[src/verilog/rsmc_pkg.sv]
// Constants, register map and enumerations of the retentive storage and
// mode controller.
// Assumes one 100 MHz clock and a transfer engine that moves the blocks.
package rsmc_pkg;

  // ****************************************
  // Timing
  // ****************************************
  localparam int CLK_MHZ = 100;
  localparam int SAVE_MAX_MS = 5;
  localparam int SAVE_MAX_CYC = SAVE_MAX_MS * 1000 * CLK_MHZ;
  localparam logic [1:0] SETTLE_CYC = 2'h3;

  // ****************************************
  // Register map
  // ****************************************
  localparam logic [7:0] REG_CTRL = 8'h00;
  localparam logic [7:0] REG_CMD = 8'h04;
  localparam logic [7:0] REG_STATUS = 8'h08;
  localparam logic [7:0] REG_SAVE = 8'h0c;

  // Control: retentive bit-memory range enable, non-retentive at reset
  localparam int CTRL_RETAIN = 0;
  localparam logic CTRL_RETAIN_RST = 1'b0;

  // Command bits, each a one-shot request
  localparam int CMD_DOWNLOAD = 0;
  localparam int CMD_UPLOAD = 1;
  localparam int CMD_CART_COPY = 2;
  localparam int CMD_STOP = 3;
  localparam int CMD_RUN = 4;

  // Status bits, 3..6 sticky and cleared by writing one
  localparam int ST_RUN = 0;
  localparam int ST_BUSY = 1;
  localparam int ST_LOST = 2;
  localparam int ST_CART_ERR = 3;
  localparam int ST_CART_REF = 4;
  localparam int ST_SAVE_TMO = 5;
  localparam int ST_CMD_REF = 6;

  // Save register fields
  localparam int SAVE_ADDR_LSB = 0;
  localparam int SAVE_ADDR_MSB = 15;
  localparam int SAVE_SIZE_LSB = 16;
  localparam int SAVE_SIZE_MSB = 17;
  localparam int SAVE_GO = 31;

  // Three-position selector encoding
  localparam logic [1:0] SW_STOP = 2'h0;
  localparam logic [1:0] SW_TERM = 2'h1;
  localparam logic [1:0] SW_RUN = 2'h2;

  // Retentive bit-memory bytes saved on supply loss
  localparam logic [7:0] FIRST_RETENTIVE_BIT_BYTE = 8'h00;
  localparam logic [7:0] LAST_RETENTIVE_BIT_BYTE = 8'h0d;

  // ****************************************
  // Types
  // ****************************************
  typedef enum logic [4:0] {
    OP_SKIP, OP_END, OP_LOAD_PROG, OP_LOAD_SYS, OP_LOAD_DATA, OP_CLEAR_RAM,
    OP_SAVE_MRET, OP_PROG_TO_NV, OP_SYS_TO_NV, OP_DATA_TO_NV, OP_CART_CMP,
    OP_CART_TO_RAM, OP_CART_WR_PROG, OP_CART_WR_DATA, OP_CART_WR_SYS,
    OP_CART_WR_FORCE, OP_UP_SYS_RAM, OP_UP_PROG_NV, OP_UP_DATA_NV,
    OP_VAR_SAVE
  } rsmc_op_t;

  typedef enum logic [2:0] {
    SQ_BOOT, SQ_CART_BOOT, SQ_PWRFAIL, SQ_DOWNLOAD, SQ_UPLOAD, SQ_CART_WR,
    SQ_VSAVE
  } rsmc_seq_t;

endpackage

[src/verilog/rsmc_top.sv]
// Retentive storage, restore and operating mode controller.
// Assumes a transfer engine on ref_clk that carries out each operation
// code and answers with op_done; pins pass a two-flop synchroniser.
//
// Local design decisions: strobed register access and the register offsets.

// Notes on behaviour
// - Save retentive bit bytes on supply loss
// - Retentive range disabled after reset
// - Power on reloads program and system blocks
// - Intact volatile memory keeps retentive areas
// - Power on reloads variable memory from data
// - Lost memory: clear, flag first scan, reload
// - Download commit writes program, data, system
// - Upload: system from RAM, rest nonvolatile
// - Cartridge gets program, data, system, forced
// - Cartridge copy only stopped with cartridge present
// - Cartridge restore only during power up
// - Restore: clear if different, copy, store
// - Reject higher-model or blank cartridges
// - Stop halts program and permits download
// - Front indicator shows current mode
// - Selector stop halts, run starts, terminal keeps
// - Power up mode follows selector position
// - Host mode commands ignored at selector stop
// - Stop instruction enters stop mode
// - Variable save over five milliseconds flagged, not aborted
// - Variable save overwrites nonvolatile, not cartridge
module rsmc_top #(
  parameter int MODEL_W = 4,
  parameter logic [MODEL_W-1:0] OWN_MODEL = 4'h2,
  parameter int SAVE_LIMIT_CYC = rsmc_pkg::SAVE_MAX_CYC
) (
  // Clock and reset
  input wire logic ref_clk,
  input wire logic nrst,
  // Register port
  input wire logic [7:0] reg_addr,
  input wire logic [31:0] reg_wdata,
  input wire logic reg_wr,
  input wire logic reg_rd,
  output logic [31:0] reg_rdata,
  // Pins
  input wire logic [1:0] mode_sw,
  input wire logic power_lost,
  input wire logic cart_present,
  input wire logic cart_blank,
  input wire logic [MODEL_W-1:0] cart_model,
  // Program execution side
  input wire logic scan_end,
  input wire logic stop_instr,
  input wire logic ram_intact,
  output logic prog_exec,
  output logic run_led,
  output logic retained_data_lost_flag,
  output logic scan_hold,
  // Transfer engine
  output logic op_start,
  output rsmc_pkg::rsmc_op_t op_code,
  output logic [15:0] save_addr,
  output logic [1:0] save_size,
  input wire logic op_done,
  input wire logic op_differs,
  output logic busy
);

  // ****************************************
  // Reset and pin synchronisers
  // ****************************************
  localparam int PIN_W = MODEL_W + 5;
  logic [1:0] rst_sync_r;
  logic rst_n;
  logic [PIN_W-1:0] pin_m_r, pin_s_r;
  logic [1:0] sw_s, sw_prev_r;
  logic pl_s, cp_s, cb_s;
  logic [MODEL_W-1:0] cm_s;

  always_ff @(posedge ref_clk or negedge nrst)
    if (!nrst)
      rst_sync_r <= 2'h0;
    else
      rst_sync_r <= {rst_sync_r[0], 1'b1};
  assign rst_n = rst_sync_r[1];

  always_ff @(posedge ref_clk or negedge rst_n)
    if (!rst_n)
    begin
      pin_m_r <= '0;
      pin_s_r <= '0;
    end
    else
    begin
      pin_m_r <= {mode_sw, power_lost, cart_present, cart_blank, cart_model};
      pin_s_r <= pin_m_r;
    end
  assign {sw_s, pl_s, cp_s, cb_s, cm_s} = pin_s_r;

  always_ff @(posedge ref_clk or negedge rst_n)
    if (!rst_n)
      sw_prev_r <= rsmc_pkg::SW_TERM;
    else
      sw_prev_r <= sw_s;

  // ****************************************
  // Sequence table
  // ****************************************
  function automatic rsmc_pkg::rsmc_op_t step_op(
    input rsmc_pkg::rsmc_seq_t sq, input logic [2:0] i,
    input logic ram_ok, input logic differs);
    rsmc_pkg::rsmc_op_t op;
    op = rsmc_pkg::OP_END;
    case (sq)
      rsmc_pkg::SQ_BOOT:
        case (i)
          3'h0: op = rsmc_pkg::OP_LOAD_PROG;
          3'h1: op = rsmc_pkg::OP_LOAD_SYS;
          3'h2: op = ram_ok ? rsmc_pkg::OP_SKIP : rsmc_pkg::OP_CLEAR_RAM;
          3'h3: op = rsmc_pkg::OP_LOAD_DATA;
          default: op = rsmc_pkg::OP_END;
        endcase
      rsmc_pkg::SQ_CART_BOOT:
        case (i)
          3'h0: op = rsmc_pkg::OP_CART_CMP;
          3'h1: op = differs ? rsmc_pkg::OP_CLEAR_RAM : rsmc_pkg::OP_SKIP;
          3'h2: op = rsmc_pkg::OP_CART_TO_RAM;
          3'h3: op = rsmc_pkg::OP_PROG_TO_NV;
          3'h4: op = rsmc_pkg::OP_SYS_TO_NV;
          3'h5: op = rsmc_pkg::OP_DATA_TO_NV;
          default: op = rsmc_pkg::OP_END;
        endcase
      rsmc_pkg::SQ_PWRFAIL:
        op = (i == 3'h0) ? rsmc_pkg::OP_SAVE_MRET : rsmc_pkg::OP_END;
      rsmc_pkg::SQ_DOWNLOAD:
        case (i)
          3'h0: op = rsmc_pkg::OP_PROG_TO_NV;
          3'h1: op = rsmc_pkg::OP_DATA_TO_NV;
          3'h2: op = rsmc_pkg::OP_SYS_TO_NV;
          default: op = rsmc_pkg::OP_END;
        endcase
      rsmc_pkg::SQ_UPLOAD:
        case (i)
          3'h0: op = rsmc_pkg::OP_UP_SYS_RAM;
          3'h1: op = rsmc_pkg::OP_UP_PROG_NV;
          3'h2: op = rsmc_pkg::OP_UP_DATA_NV;
          default: op = rsmc_pkg::OP_END;
        endcase
      rsmc_pkg::SQ_CART_WR:
        case (i)
          3'h0: op = rsmc_pkg::OP_CART_WR_PROG;
          3'h1: op = rsmc_pkg::OP_CART_WR_DATA;
          3'h2: op = rsmc_pkg::OP_CART_WR_SYS;
          3'h3: op = rsmc_pkg::OP_CART_WR_FORCE;
          default: op = rsmc_pkg::OP_END;
        endcase
      rsmc_pkg::SQ_VSAVE:
        op = (i == 3'h0) ? rsmc_pkg::OP_VAR_SAVE : rsmc_pkg::OP_END;
      default: op = rsmc_pkg::OP_END;
    endcase
    return op;
  endfunction

  // ****************************************
  // Register decode
  // ****************************************
  logic retain_en_r, mode_run_r, booted_r, lost_r;
  logic cart_err_r, cart_ref_r, save_tmo_r, cmd_ref_r;
  logic save_go_r, differs_r;
  logic [15:0] save_addr_r;
  logic [1:0] save_size_r;
  logic [31:0] rdata_r;
  logic wr_ctrl, wr_cmd, wr_stat, wr_save;
  logic cmd_dl, cmd_up, cmd_cw, cmd_stop, cmd_run;

  assign wr_ctrl = reg_wr && (reg_addr == rsmc_pkg::REG_CTRL);
  assign wr_cmd = reg_wr && (reg_addr == rsmc_pkg::REG_CMD);
  assign wr_stat = reg_wr && (reg_addr == rsmc_pkg::REG_STATUS);
  assign wr_save = reg_wr && (reg_addr == rsmc_pkg::REG_SAVE);
  assign cmd_dl = wr_cmd && reg_wdata[rsmc_pkg::CMD_DOWNLOAD];
  assign cmd_up = wr_cmd && reg_wdata[rsmc_pkg::CMD_UPLOAD];
  assign cmd_cw = wr_cmd && reg_wdata[rsmc_pkg::CMD_CART_COPY];
  assign cmd_stop = wr_cmd && reg_wdata[rsmc_pkg::CMD_STOP];
  assign cmd_run = wr_cmd && reg_wdata[rsmc_pkg::CMD_RUN];

  // ****************************************
  // Sequencer
  // ****************************************
  typedef enum logic [2:0] {
    ST_SETTLE, ST_IDLE, ST_ISSUE, ST_WAIT, ST_HALT
  } rsmc_state_t;
  rsmc_state_t state_r;
  rsmc_pkg::rsmc_seq_t seq_r;
  rsmc_pkg::rsmc_op_t cur_op;
  logic [2:0] idx_r;
  logic [1:0] settle_r;
  logic [19:0] save_cnt_r;
  logic op_start_r, seq_end, cart_ok, dl_ok, cw_ok;
  rsmc_pkg::rsmc_op_t op_code_r;

  assign cur_op = step_op(seq_r, idx_r, ram_intact, differs_r);
  assign seq_end = (state_r == ST_ISSUE) && (cur_op == rsmc_pkg::OP_END);
  assign cart_ok = !cb_s && (cm_s <= OWN_MODEL);
  assign dl_ok = !mode_run_r;
  assign cw_ok = !mode_run_r && cp_s;

  always_ff @(posedge ref_clk or negedge rst_n)
    if (!rst_n)
    begin
      state_r <= ST_SETTLE;
      seq_r <= rsmc_pkg::SQ_BOOT;
      idx_r <= 3'h0;
      settle_r <= 2'h0;
    end
    else
      case (state_r)
        ST_SETTLE:
          if (settle_r == rsmc_pkg::SETTLE_CYC)
          begin
            state_r <= ST_ISSUE;
            idx_r <= 3'h0;
            // Cartridge restore is only chosen here, at power up
            seq_r <= (cp_s && cart_ok) ? rsmc_pkg::SQ_CART_BOOT
                                       : rsmc_pkg::SQ_BOOT;
          end
          else
            settle_r <= settle_r + 2'h1;
        ST_IDLE:
        begin
          idx_r <= 3'h0;
          if (pl_s)
          begin
            state_r <= retain_en_r ? ST_ISSUE : ST_HALT;
            seq_r <= rsmc_pkg::SQ_PWRFAIL;
          end
          else if (save_go_r && scan_end)
          begin
            state_r <= ST_ISSUE;
            seq_r <= rsmc_pkg::SQ_VSAVE;
          end
          else if (cmd_dl && dl_ok)
          begin
            state_r <= ST_ISSUE;
            seq_r <= rsmc_pkg::SQ_DOWNLOAD;
          end
          else if (cmd_up)
          begin
            state_r <= ST_ISSUE;
            seq_r <= rsmc_pkg::SQ_UPLOAD;
          end
          else if (cmd_cw && cw_ok)
          begin
            state_r <= ST_ISSUE;
            seq_r <= rsmc_pkg::SQ_CART_WR;
          end
        end
        ST_ISSUE:
          if (cur_op == rsmc_pkg::OP_END)
            state_r <= (seq_r == rsmc_pkg::SQ_PWRFAIL) ? ST_HALT : ST_IDLE;
          else if (cur_op == rsmc_pkg::OP_SKIP)
            idx_r <= idx_r + 3'h1;
          else
            state_r <= ST_WAIT;
        ST_WAIT:
          if (op_done)
          begin
            idx_r <= idx_r + 3'h1;
            state_r <= ST_ISSUE;
          end
        ST_HALT:
          state_r <= ST_HALT;
        default:
          state_r <= ST_HALT;
      endcase

  // Operation code and start pulse toward the transfer engine
  always_ff @(posedge ref_clk or negedge rst_n)
    if (!rst_n)
    begin
      op_start_r <= 1'b0;
      op_code_r <= rsmc_pkg::OP_END;
    end
    else
    begin
      op_start_r <= (state_r == ST_ISSUE) && (cur_op != rsmc_pkg::OP_END)
                    && (cur_op != rsmc_pkg::OP_SKIP);
      if ((state_r == ST_ISSUE) && (cur_op != rsmc_pkg::OP_SKIP))
        op_code_r <= cur_op;
    end

  always_ff @(posedge ref_clk or negedge rst_n)
    if (!rst_n)
      differs_r <= 1'b0;
    else if ((state_r == ST_WAIT) && op_done
             && (op_code_r == rsmc_pkg::OP_CART_CMP))
      differs_r <= op_differs;

  // Save duration watchdog
  always_ff @(posedge ref_clk or negedge rst_n)
    if (!rst_n)
      save_cnt_r <= 20'h0;
    else if ((state_r == ST_WAIT) && (seq_r == rsmc_pkg::SQ_VSAVE))
      save_cnt_r <= save_cnt_r + 20'h1;
    else
      save_cnt_r <= 20'h0;

  // ****************************************
  // Operating mode
  // ****************************************
  always_ff @(posedge ref_clk or negedge rst_n)
    if (!rst_n)
    begin
      mode_run_r <= 1'b0;
      booted_r <= 1'b0;
    end
    else if ((state_r == ST_HALT) || pl_s)
      mode_run_r <= 1'b0;
    else if (!booted_r)
    begin
      if (seq_end)
      begin
        booted_r <= 1'b1;
        mode_run_r <= (sw_s == rsmc_pkg::SW_RUN);
      end
    end
    else if (stop_instr)
      mode_run_r <= 1'b0;
    else if ((sw_s != sw_prev_r) && (sw_s == rsmc_pkg::SW_STOP))
      mode_run_r <= 1'b0;
    else if ((sw_s != sw_prev_r) && (sw_s == rsmc_pkg::SW_RUN))
      mode_run_r <= 1'b1;
    else if (sw_s != rsmc_pkg::SW_STOP)
    begin
      if (cmd_stop)
        mode_run_r <= 1'b0;
      else if (cmd_run)
        mode_run_r <= 1'b1;
    end

  // ****************************************
  // Flags and software registers
  // ****************************************
  always_ff @(posedge ref_clk or negedge rst_n)
    if (!rst_n)
      lost_r <= 1'b0;
    else if ((state_r == ST_ISSUE) && (seq_r == rsmc_pkg::SQ_BOOT)
             && (cur_op == rsmc_pkg::OP_CLEAR_RAM))
      lost_r <= 1'b1;
    else if (booted_r && mode_run_r && scan_end)
      lost_r <= 1'b0;

  always_ff @(posedge ref_clk or negedge rst_n)
    if (!rst_n)
    begin
      cart_err_r <= 1'b0;
      cart_ref_r <= 1'b0;
      save_tmo_r <= 1'b0;
      cmd_ref_r <= 1'b0;
    end
    else
    begin
      // Set wins over a write-one clear in the same cycle
      if ((state_r == ST_SETTLE) && (settle_r == rsmc_pkg::SETTLE_CYC)
          && cp_s && !cart_ok)
        cart_err_r <= 1'b1;
      else if (wr_stat && reg_wdata[rsmc_pkg::ST_CART_ERR])
        cart_err_r <= 1'b0;
      if (cmd_cw && !cw_ok)
        cart_ref_r <= 1'b1;
      else if (wr_stat && reg_wdata[rsmc_pkg::ST_CART_REF])
        cart_ref_r <= 1'b0;
      if (save_cnt_r == 20'(SAVE_LIMIT_CYC))
        save_tmo_r <= 1'b1;
      else if (wr_stat && reg_wdata[rsmc_pkg::ST_SAVE_TMO])
        save_tmo_r <= 1'b0;
      if ((wr_cmd && (state_r != ST_IDLE)) || (cmd_dl && !dl_ok))
        cmd_ref_r <= 1'b1;
      else if (wr_stat && reg_wdata[rsmc_pkg::ST_CMD_REF])
        cmd_ref_r <= 1'b0;
    end

  always_ff @(posedge ref_clk or negedge rst_n)
    if (!rst_n)
      retain_en_r <= rsmc_pkg::CTRL_RETAIN_RST;
    else if (wr_ctrl)
      retain_en_r <= reg_wdata[rsmc_pkg::CTRL_RETAIN];

  // Address and size are frozen while a save is pending or running
  always_ff @(posedge ref_clk or negedge rst_n)
    if (!rst_n)
    begin
      save_go_r <= 1'b0;
      save_addr_r <= 16'h0;
      save_size_r <= 2'h0;
    end
    else if (seq_end && (seq_r == rsmc_pkg::SQ_VSAVE))
      save_go_r <= 1'b0;
    else if (wr_save && !save_go_r)
    begin
      save_go_r <= reg_wdata[rsmc_pkg::SAVE_GO];
      save_addr_r <= reg_wdata[rsmc_pkg::SAVE_ADDR_MSB:
                               rsmc_pkg::SAVE_ADDR_LSB];
      save_size_r <= reg_wdata[rsmc_pkg::SAVE_SIZE_MSB:
                               rsmc_pkg::SAVE_SIZE_LSB];
    end

  always_ff @(posedge ref_clk or negedge rst_n)
    if (!rst_n)
      rdata_r <= 32'h0;
    else
    begin
      rdata_r <= 32'h0;
      if (reg_rd)
        case (reg_addr)
          rsmc_pkg::REG_CTRL:
            rdata_r[rsmc_pkg::CTRL_RETAIN] <= retain_en_r;
          rsmc_pkg::REG_STATUS:
            rdata_r[rsmc_pkg::ST_CMD_REF:rsmc_pkg::ST_RUN] <=
              {cmd_ref_r, save_tmo_r, cart_ref_r, cart_err_r, lost_r,
               busy, mode_run_r};
          rsmc_pkg::REG_SAVE:
            rdata_r <= {save_go_r, 13'h0, save_size_r, save_addr_r};
          default:
            rdata_r <= 32'h0;
        endcase
    end

  // ****************************************
  // Outputs
  // ****************************************
  assign reg_rdata = rdata_r;
  assign busy = (state_r != ST_IDLE);
  assign run_led = mode_run_r;
  assign prog_exec = mode_run_r && booted_r;
  assign retained_data_lost_flag = lost_r;
  assign scan_hold = (state_r != ST_IDLE) && (seq_r == rsmc_pkg::SQ_VSAVE);
  assign op_start = op_start_r;
  assign op_code = op_code_r;
  assign save_addr = save_addr_r;
  assign save_size = save_size_r;
endmodule

[config.mk]
export PLATFORM = sky130hd
export DESIGN_NAME = rsmc_top
export DESIGN_NICKNAME = d
export VERILOG_FILES = /design/src/verilog/rsmc_pkg.sv /design/src/verilog/rsmc_top.sv
export SDC_FILE = /design/constraint.sdc
export NUM_CORES = 1
export LEC_CHECK = 0
export ABC_AREA = 1
export BUFFER_PORTS_ARGS = -buffer_cell sky130_fd_sc_hd__buf_4
export CORE_MARGIN = 4
export CORE_UTILIZATION = 35
export DETAILED_ROUTE_END_ITERATION = 8
export SKIP_LAST_GASP = 1
export SYNTH_ARGS = -nofsm -noshare
export SYNTH_HDL_FRONTEND = slang
export SYNTH_SLANG_ARGS = --single-unit
[constraint.sdc]
create_clock -name ref_clk -period 5.7 [get_ports ref_clk]
set_input_delay 1.14 -clock ref_clk [delete_from_list [all_inputs] [get_ports ref_clk]]
set_output_delay 1.14 -clock ref_clk [all_outputs]
set_load 0.01 [all_outputs]
Word-level counts from Yosys, hierarchy flattened
Cells that the tools add are included.
- flip-flop bits (word level): 119
- bits of input ports: 58
- output and inout port bits: 61
- logic and storage cells: 199
- add/sub/neg operators: 3
- $lt $le $gt $ge: 1
- equality and inequality tests: 35
- mux-type cells: 63
- bitwise logic cells: 2
- reduce and logical (&&, ||, !) cells: 71
- operators by type and width (operator ; number):
    two-way mux 3 bit ; 24
    logical AND 1 bit ; 41
    case mux 3 bit (4 select lines) ; 3
    case mux 5 bit (7 select lines) ; 1
    two-way mux 32 bit ; 1
    two-way mux 25 bit ; 1
    two-way mux 1 bit ; 24
    case mux 4 bit (6 select lines) ; 1
    adder 20 x 1 -> 20 bit (second input constant) ; 1
    == test 20 x 19 -> 1 bit (second input constant) ; 1
    two-way mux 20 bit ; 1
    == test 3 x 2 -> 1 bit (second input constant) ; 6
    == test 3 bit (second input constant) ; 6
    == test 8 x 4 -> 1 bit (second input constant) ; 2
    case mux 4 bit (4 select lines) ; 1
    nonzero test 2 bit ; 8
    case mux 5 bit (3 select lines) ; 1
    case mux 4 bit (3 select lines) ; 1
    case mux 6 bit (2 select lines) ; 1
    == test 3 x 1 -> 1 bit (second input constant) ; 3
    logical NOT 3 bit ; 3
    == test 8 x 3 -> 1 bit (second input constant) ; 1
    logical NOT 8 bit ; 1
    != test 7 x 2 -> 1 bit (second input constant) ; 1
    other kinds (30) ; 41

Longest topological paths before layout
- depth in word-level cells: 11
- depth in mapped cells: 17
- depth with buffers taken out: 17

Least setup slack after synthesis
OpenSTA, ideal clock, no wires.
- path type: input-to-reg
- from: input reg_addr[7]
- to: register save_addr_r[10], in the netlist save_addr[10]
- data arrival time: 2.380 ns
- required time: 5.582 ns
- setup slack: 3.202 ns
- cell stages on the path: 9
- path buffers: 1
- path through: nor2_1 > nand2_1 > nor2_2 > nand2_1 > nor2_1 > nand2_8 > buf_12 > nor2_2 > a21oi_2
- word-level cells in the longest chain between the ends: 4
- ends and longest elaborated chain (item ; RTL line ; RTL):
    start: declaration ; rsmc_top.sv:38 ; input wire logic [7:0] reg_addr,
    == test 8 x 4 -> 1 bit ; rsmc_top.sv:177 ; assign wr_save = reg_wr && (reg_addr == rsmc_pkg::REG_SAVE);
    logical AND 1 bit ; rsmc_top.sv:177 ;
    logical AND 1 bit ; rsmc_top.sv:396 ; else if (wr_save && !save_go_r)
    AND reduction 2 bit (no line) ; - ;
    end signal: assignment ; rsmc_top.sv:399 ; save_addr_r <= reg_wdata[rsmc_pkg::SAVE_ADDR_MSB:
    end: declaration ; rsmc_top.sv:168 ; logic [15:0] save_addr_r;
No other way between the ends.
A chain may end at the register's enable or synchronous reset.

Worst setup path in the final report
- from: register state_r[2]
- to: output scan_hold
- word-level cells in the longest chain between the ends: 2
- ends and longest elaborated chain (item ; RTL line ; RTL):
    start: declaration ; rsmc_top.sv:190 ; rsmc_state_t state_r;
    start signal: assignment ; rsmc_top.sv:231 ; state_r <= retain_en_r ? ST_ISSUE : ST_HALT;
    start signal: assignment ; rsmc_top.sv:257 ; state_r <= (seq_r == rsmc_pkg::SQ_PWRFAIL) ? ST_HALT : ST_IDLE;
    != test 3 x 1 -> 1 bit ; rsmc_top.sv:434 ; assign scan_hold = (state_r != ST_IDLE) && (seq_r == rsmc_pkg::SQ_VSAVE);
    logical AND 1 bit ; rsmc_top.sv:434 ;
    end: declaration ; rsmc_top.sv:56 ; output logic scan_hold,
No other way between the ends.

==> results.cfg <==
[clock_tree]
insertion_delay_ps = 350
htree_levels = 3
cts_made_buffers = 9
cts_setup_buffers = 0
cts_hold_buf = 0
clock_path_buffers = 2
clock-root-buffer = clkbuf_16
cts.repair.resized = 0
clkTransAtPathRegs_ps = 70
clock-sinks = 106
cts_tree = yes

[layout]
multi_input_area_sq_mm = 0.00197
finalNetCount = 741
diodes = 0
drive_above_1_share = 0.225
register_area_sq_mm = 0.00266
areaGrowthSynthToFinish_pct = 22.4
fill_cells = 1393
utilization = 0.443

[placement]
hpwl_um = 8770
dp_slack_ps = 2650
port_buffers = 92
gp_congestion = 0.847

[route]
postRouteAntennaNets = 0
viasPerCell = 4.72
routed_wl_um = 11600
wl_per_cell_um = 13.5
drt_iter0_drc = 244
firstDrtPassIters = 5
vias = 4062
drc_errors = 0

[grt]
antenna_found_initial = 0
grt_pass1_vias = 3785
grtUsageTotal = 0.142
grt_max_degree = 54
grt_pass1_wl_um = 18600
overflow = 0

[floorplanning]
start_util = 0.361
num_io_pins = 119
fp.dieArea_sq_mm = 0.0164
fp.dieH_um = 128
num_rows = 43
coreArea_sq_mm = 0.0140
die_x_um = 128

[pwr]
vdd_drop_max_mv = 0.233
p_switching_mw = 0.331
power_density_mw_per_mm2 = 246
p_leak_nw = 3.14
sequentialPowerShare = 0.511
clkPwrFrac = 0.436
switching_share = 0.218
intPower_mw = 1.19
comb_power_share = 0.052

[critical_path]
cp-end-kind = output port
crit_start = state_r[2]
critical_path_required_ps = 4560
slowest_stage = dfrtp_1
cp_max_fo = 8
path_cells = nor2_1, nand2_1, nand2_1, inv_1, buf_4
slowest_delay_ps = 450
cp.arrival_ps = 1570
path_common_cell = nand2_1
start_kind = register
path_class = register to output port
r2r_start = idx_r[0]

[sta]
rsz0062_at_grt = no
setup_slack_ps = 2990
tightestPinTransition_ps = 793
final-hold-violation-count = 0
slew_violations = 0
max_freq_ghz = 0.368
fin_skew_ps = 9.69
setup_viol = 0
period_minus_slack_ps = 2710
relSlewSlack = 0.467
tns_ps = 0
finalCritPeriodShare = 0.476

[synthesis]
async_reset_ff_frac = 1.00
synth_edf_count = 0
ys.flop_type = dfrtp_1
synth.cell_area_sq_mm = 0.00506
synth_top_family_by_area = simple AND/OR/NAND/NOR gates
synth-simple-area-share = 0.258
postSynthAreaPerCell_sq_um = 8.73
synth-compound-area-share = 0.0921
yosysWarnings = 0
synth_xor_area_frac = 0.00520
yosysSeqAreaShare = 0.525
synth.distinct_cells = 45
synthCells = 579
synthMuxAreaShare = 0.00421
synth_fa_ha_area_frac = 0.0198
synth_seq_cells = 106

[worst_hold_path]
holdCritPathClass = register to register
min_from = pin_m_r[8]

[status]
status = completed

[run]
cap_violations = 0
## area by class of cell
class / instances / area share
Clock buffer: 14 / 0.0459
Clock inverter: 2 / 0.00667
Inverter: 84 / 0.0509
Multi-Input combinational cell: 381 / 0.318
Sequential cell: 106 / 0.429
Tap cell: 180 / 0.0364
Timing Repair Buffer: 93 / 0.113
## cells by family after synthesis
family	count (synthesis)
buffers and inverters	104
flip-flops	106
AO/OA/AOI/OAI	78
other	2
multiplexers	2
XOR/XNOR	3
AND/OR/NAND/NOR	276
adder cells (fa/ha/maj)	8
## cells in the final DEF, fill, tap and decap left out, types with 3 or more instances in the layout
master / instances
nor3_1: 17
a21oi_1: 20
a31oi_1: 3
nand3_1: 38
clkbuf_8: 4
o21ai_0: 28
o21a_1: 3
inv_2: 5
conb_1: 14
o21ai_1: 9
nor2_2: 12
nor4_1: 3
nor2_1: 62
a21oi_2: 7
nand4_1: 7
ha_1: 8
buf_4: 93
nand2_1: 116
inv_1: 79
clkbuf_16: 9
nand2_2: 5
nor3b_1: 3
dfrtp_1: 103
## synthesized netlist by cell type (2+ instances only)
cell type	instances	area, sq um
nand2_1	116	435
dfrtp_1	104	2600
inv_1	79	297
nor2_1	62	233
nand3_1	38	190
o21ai_0	28	140
a21oi_1	20	100
nor3_1	17	85.1
buf_4	14	105
nor2_2	12	75.1
o21ai_1	9	45.0
ha_1	8	100
a21oi_2	7	61.3
nand4_1	7	43.8
inv_2	5	18.8
nand2_2	5	31.3
a31oi_1	3	18.8
clkbuf_1	3	11.3
nor3b_1	3	22.5
nor4_1	3	18.8
o21a_1	3	22.5
conb_1	2	7.51
dfstp_2	2	52.6
nand2_4	2	22.5
nand3_4	2	35.0
nor2_4	2	22.5
nor4_2	2	25.0
o211ai_1	2	15.0
o41ai_1	2	17.5
xnor2_1	2	17.5
## metal layers
metal / vias up / wire (um) / global-route usage
met5: - / 0 / 0
li1: 2022 / - / -
met1: 1894 / 5320 / 0.202
met4: 0 / 149 / 0.0431
met3: 15 / 1010 / 0.0417
met2: 131 / 5140 / 0.209
## worst max-delay path: cells and delay by family (launching register included)
family                 cells  cell delay [ps]
buffers and inverters      2              170
DFF                        1              450
and+or+nand+nor            3              610
## stage by stage
stage                     cells  power, mW  hold WS [ps]  area (sq um)
final                       860       1.52           348          6190
after global routing        860       1.58           361          6190
after CTS                   860       1.54           350          6190
after detailed placement    844      0.873           335          5870
after global placement      844      0.871           336          5870
after floorplan             591      0.838           331          5100
## worst paths after layout
| kind | to | slack [ps] | cells after the start |
|---|---|---|---|
| worst max-delay path | scan_hold | 2990 | 5 |
| worst min-delay path | pin_s_r[8] | 350 | 0 |
| worst max register to register | save_addr[7] | 3380 | 13 |
| worst min register to register | pin_s_r[8] | 350 | 0 |
| max in group asynchronous | reg_rdata[7] | 4210 | 1 |
| min in group asynchronous | pin_m_r[8] | 370 | 0 |
## state kept, by name, summed over array words and instances (netlist names), 2 cells and up
signal,flops
idx_r,3
op_code,5
pin_m_r,9
pin_s_r,9
reg_rdata,19
rst_sync_r,2
save_addr,16
save_cnt_r,20
save_size,2
seq_r,3
settle_r,2
state_r,3
sw_prev_r,2
## power groups by stage
stage          sequential [mW]  combinational (mW)  clock [mW]
3_5_place_dp             0.792              0.0806           0
2_1_floorplan            0.793              0.0446           0
5_1_grt                  0.780              0.0895       0.710
4_1_cts                  0.778              0.0808       0.683
3_3_place_gp             0.792              0.0789           0
6_report                 0.777              0.0796       0.663
Power figures use the tool's default switching activity.
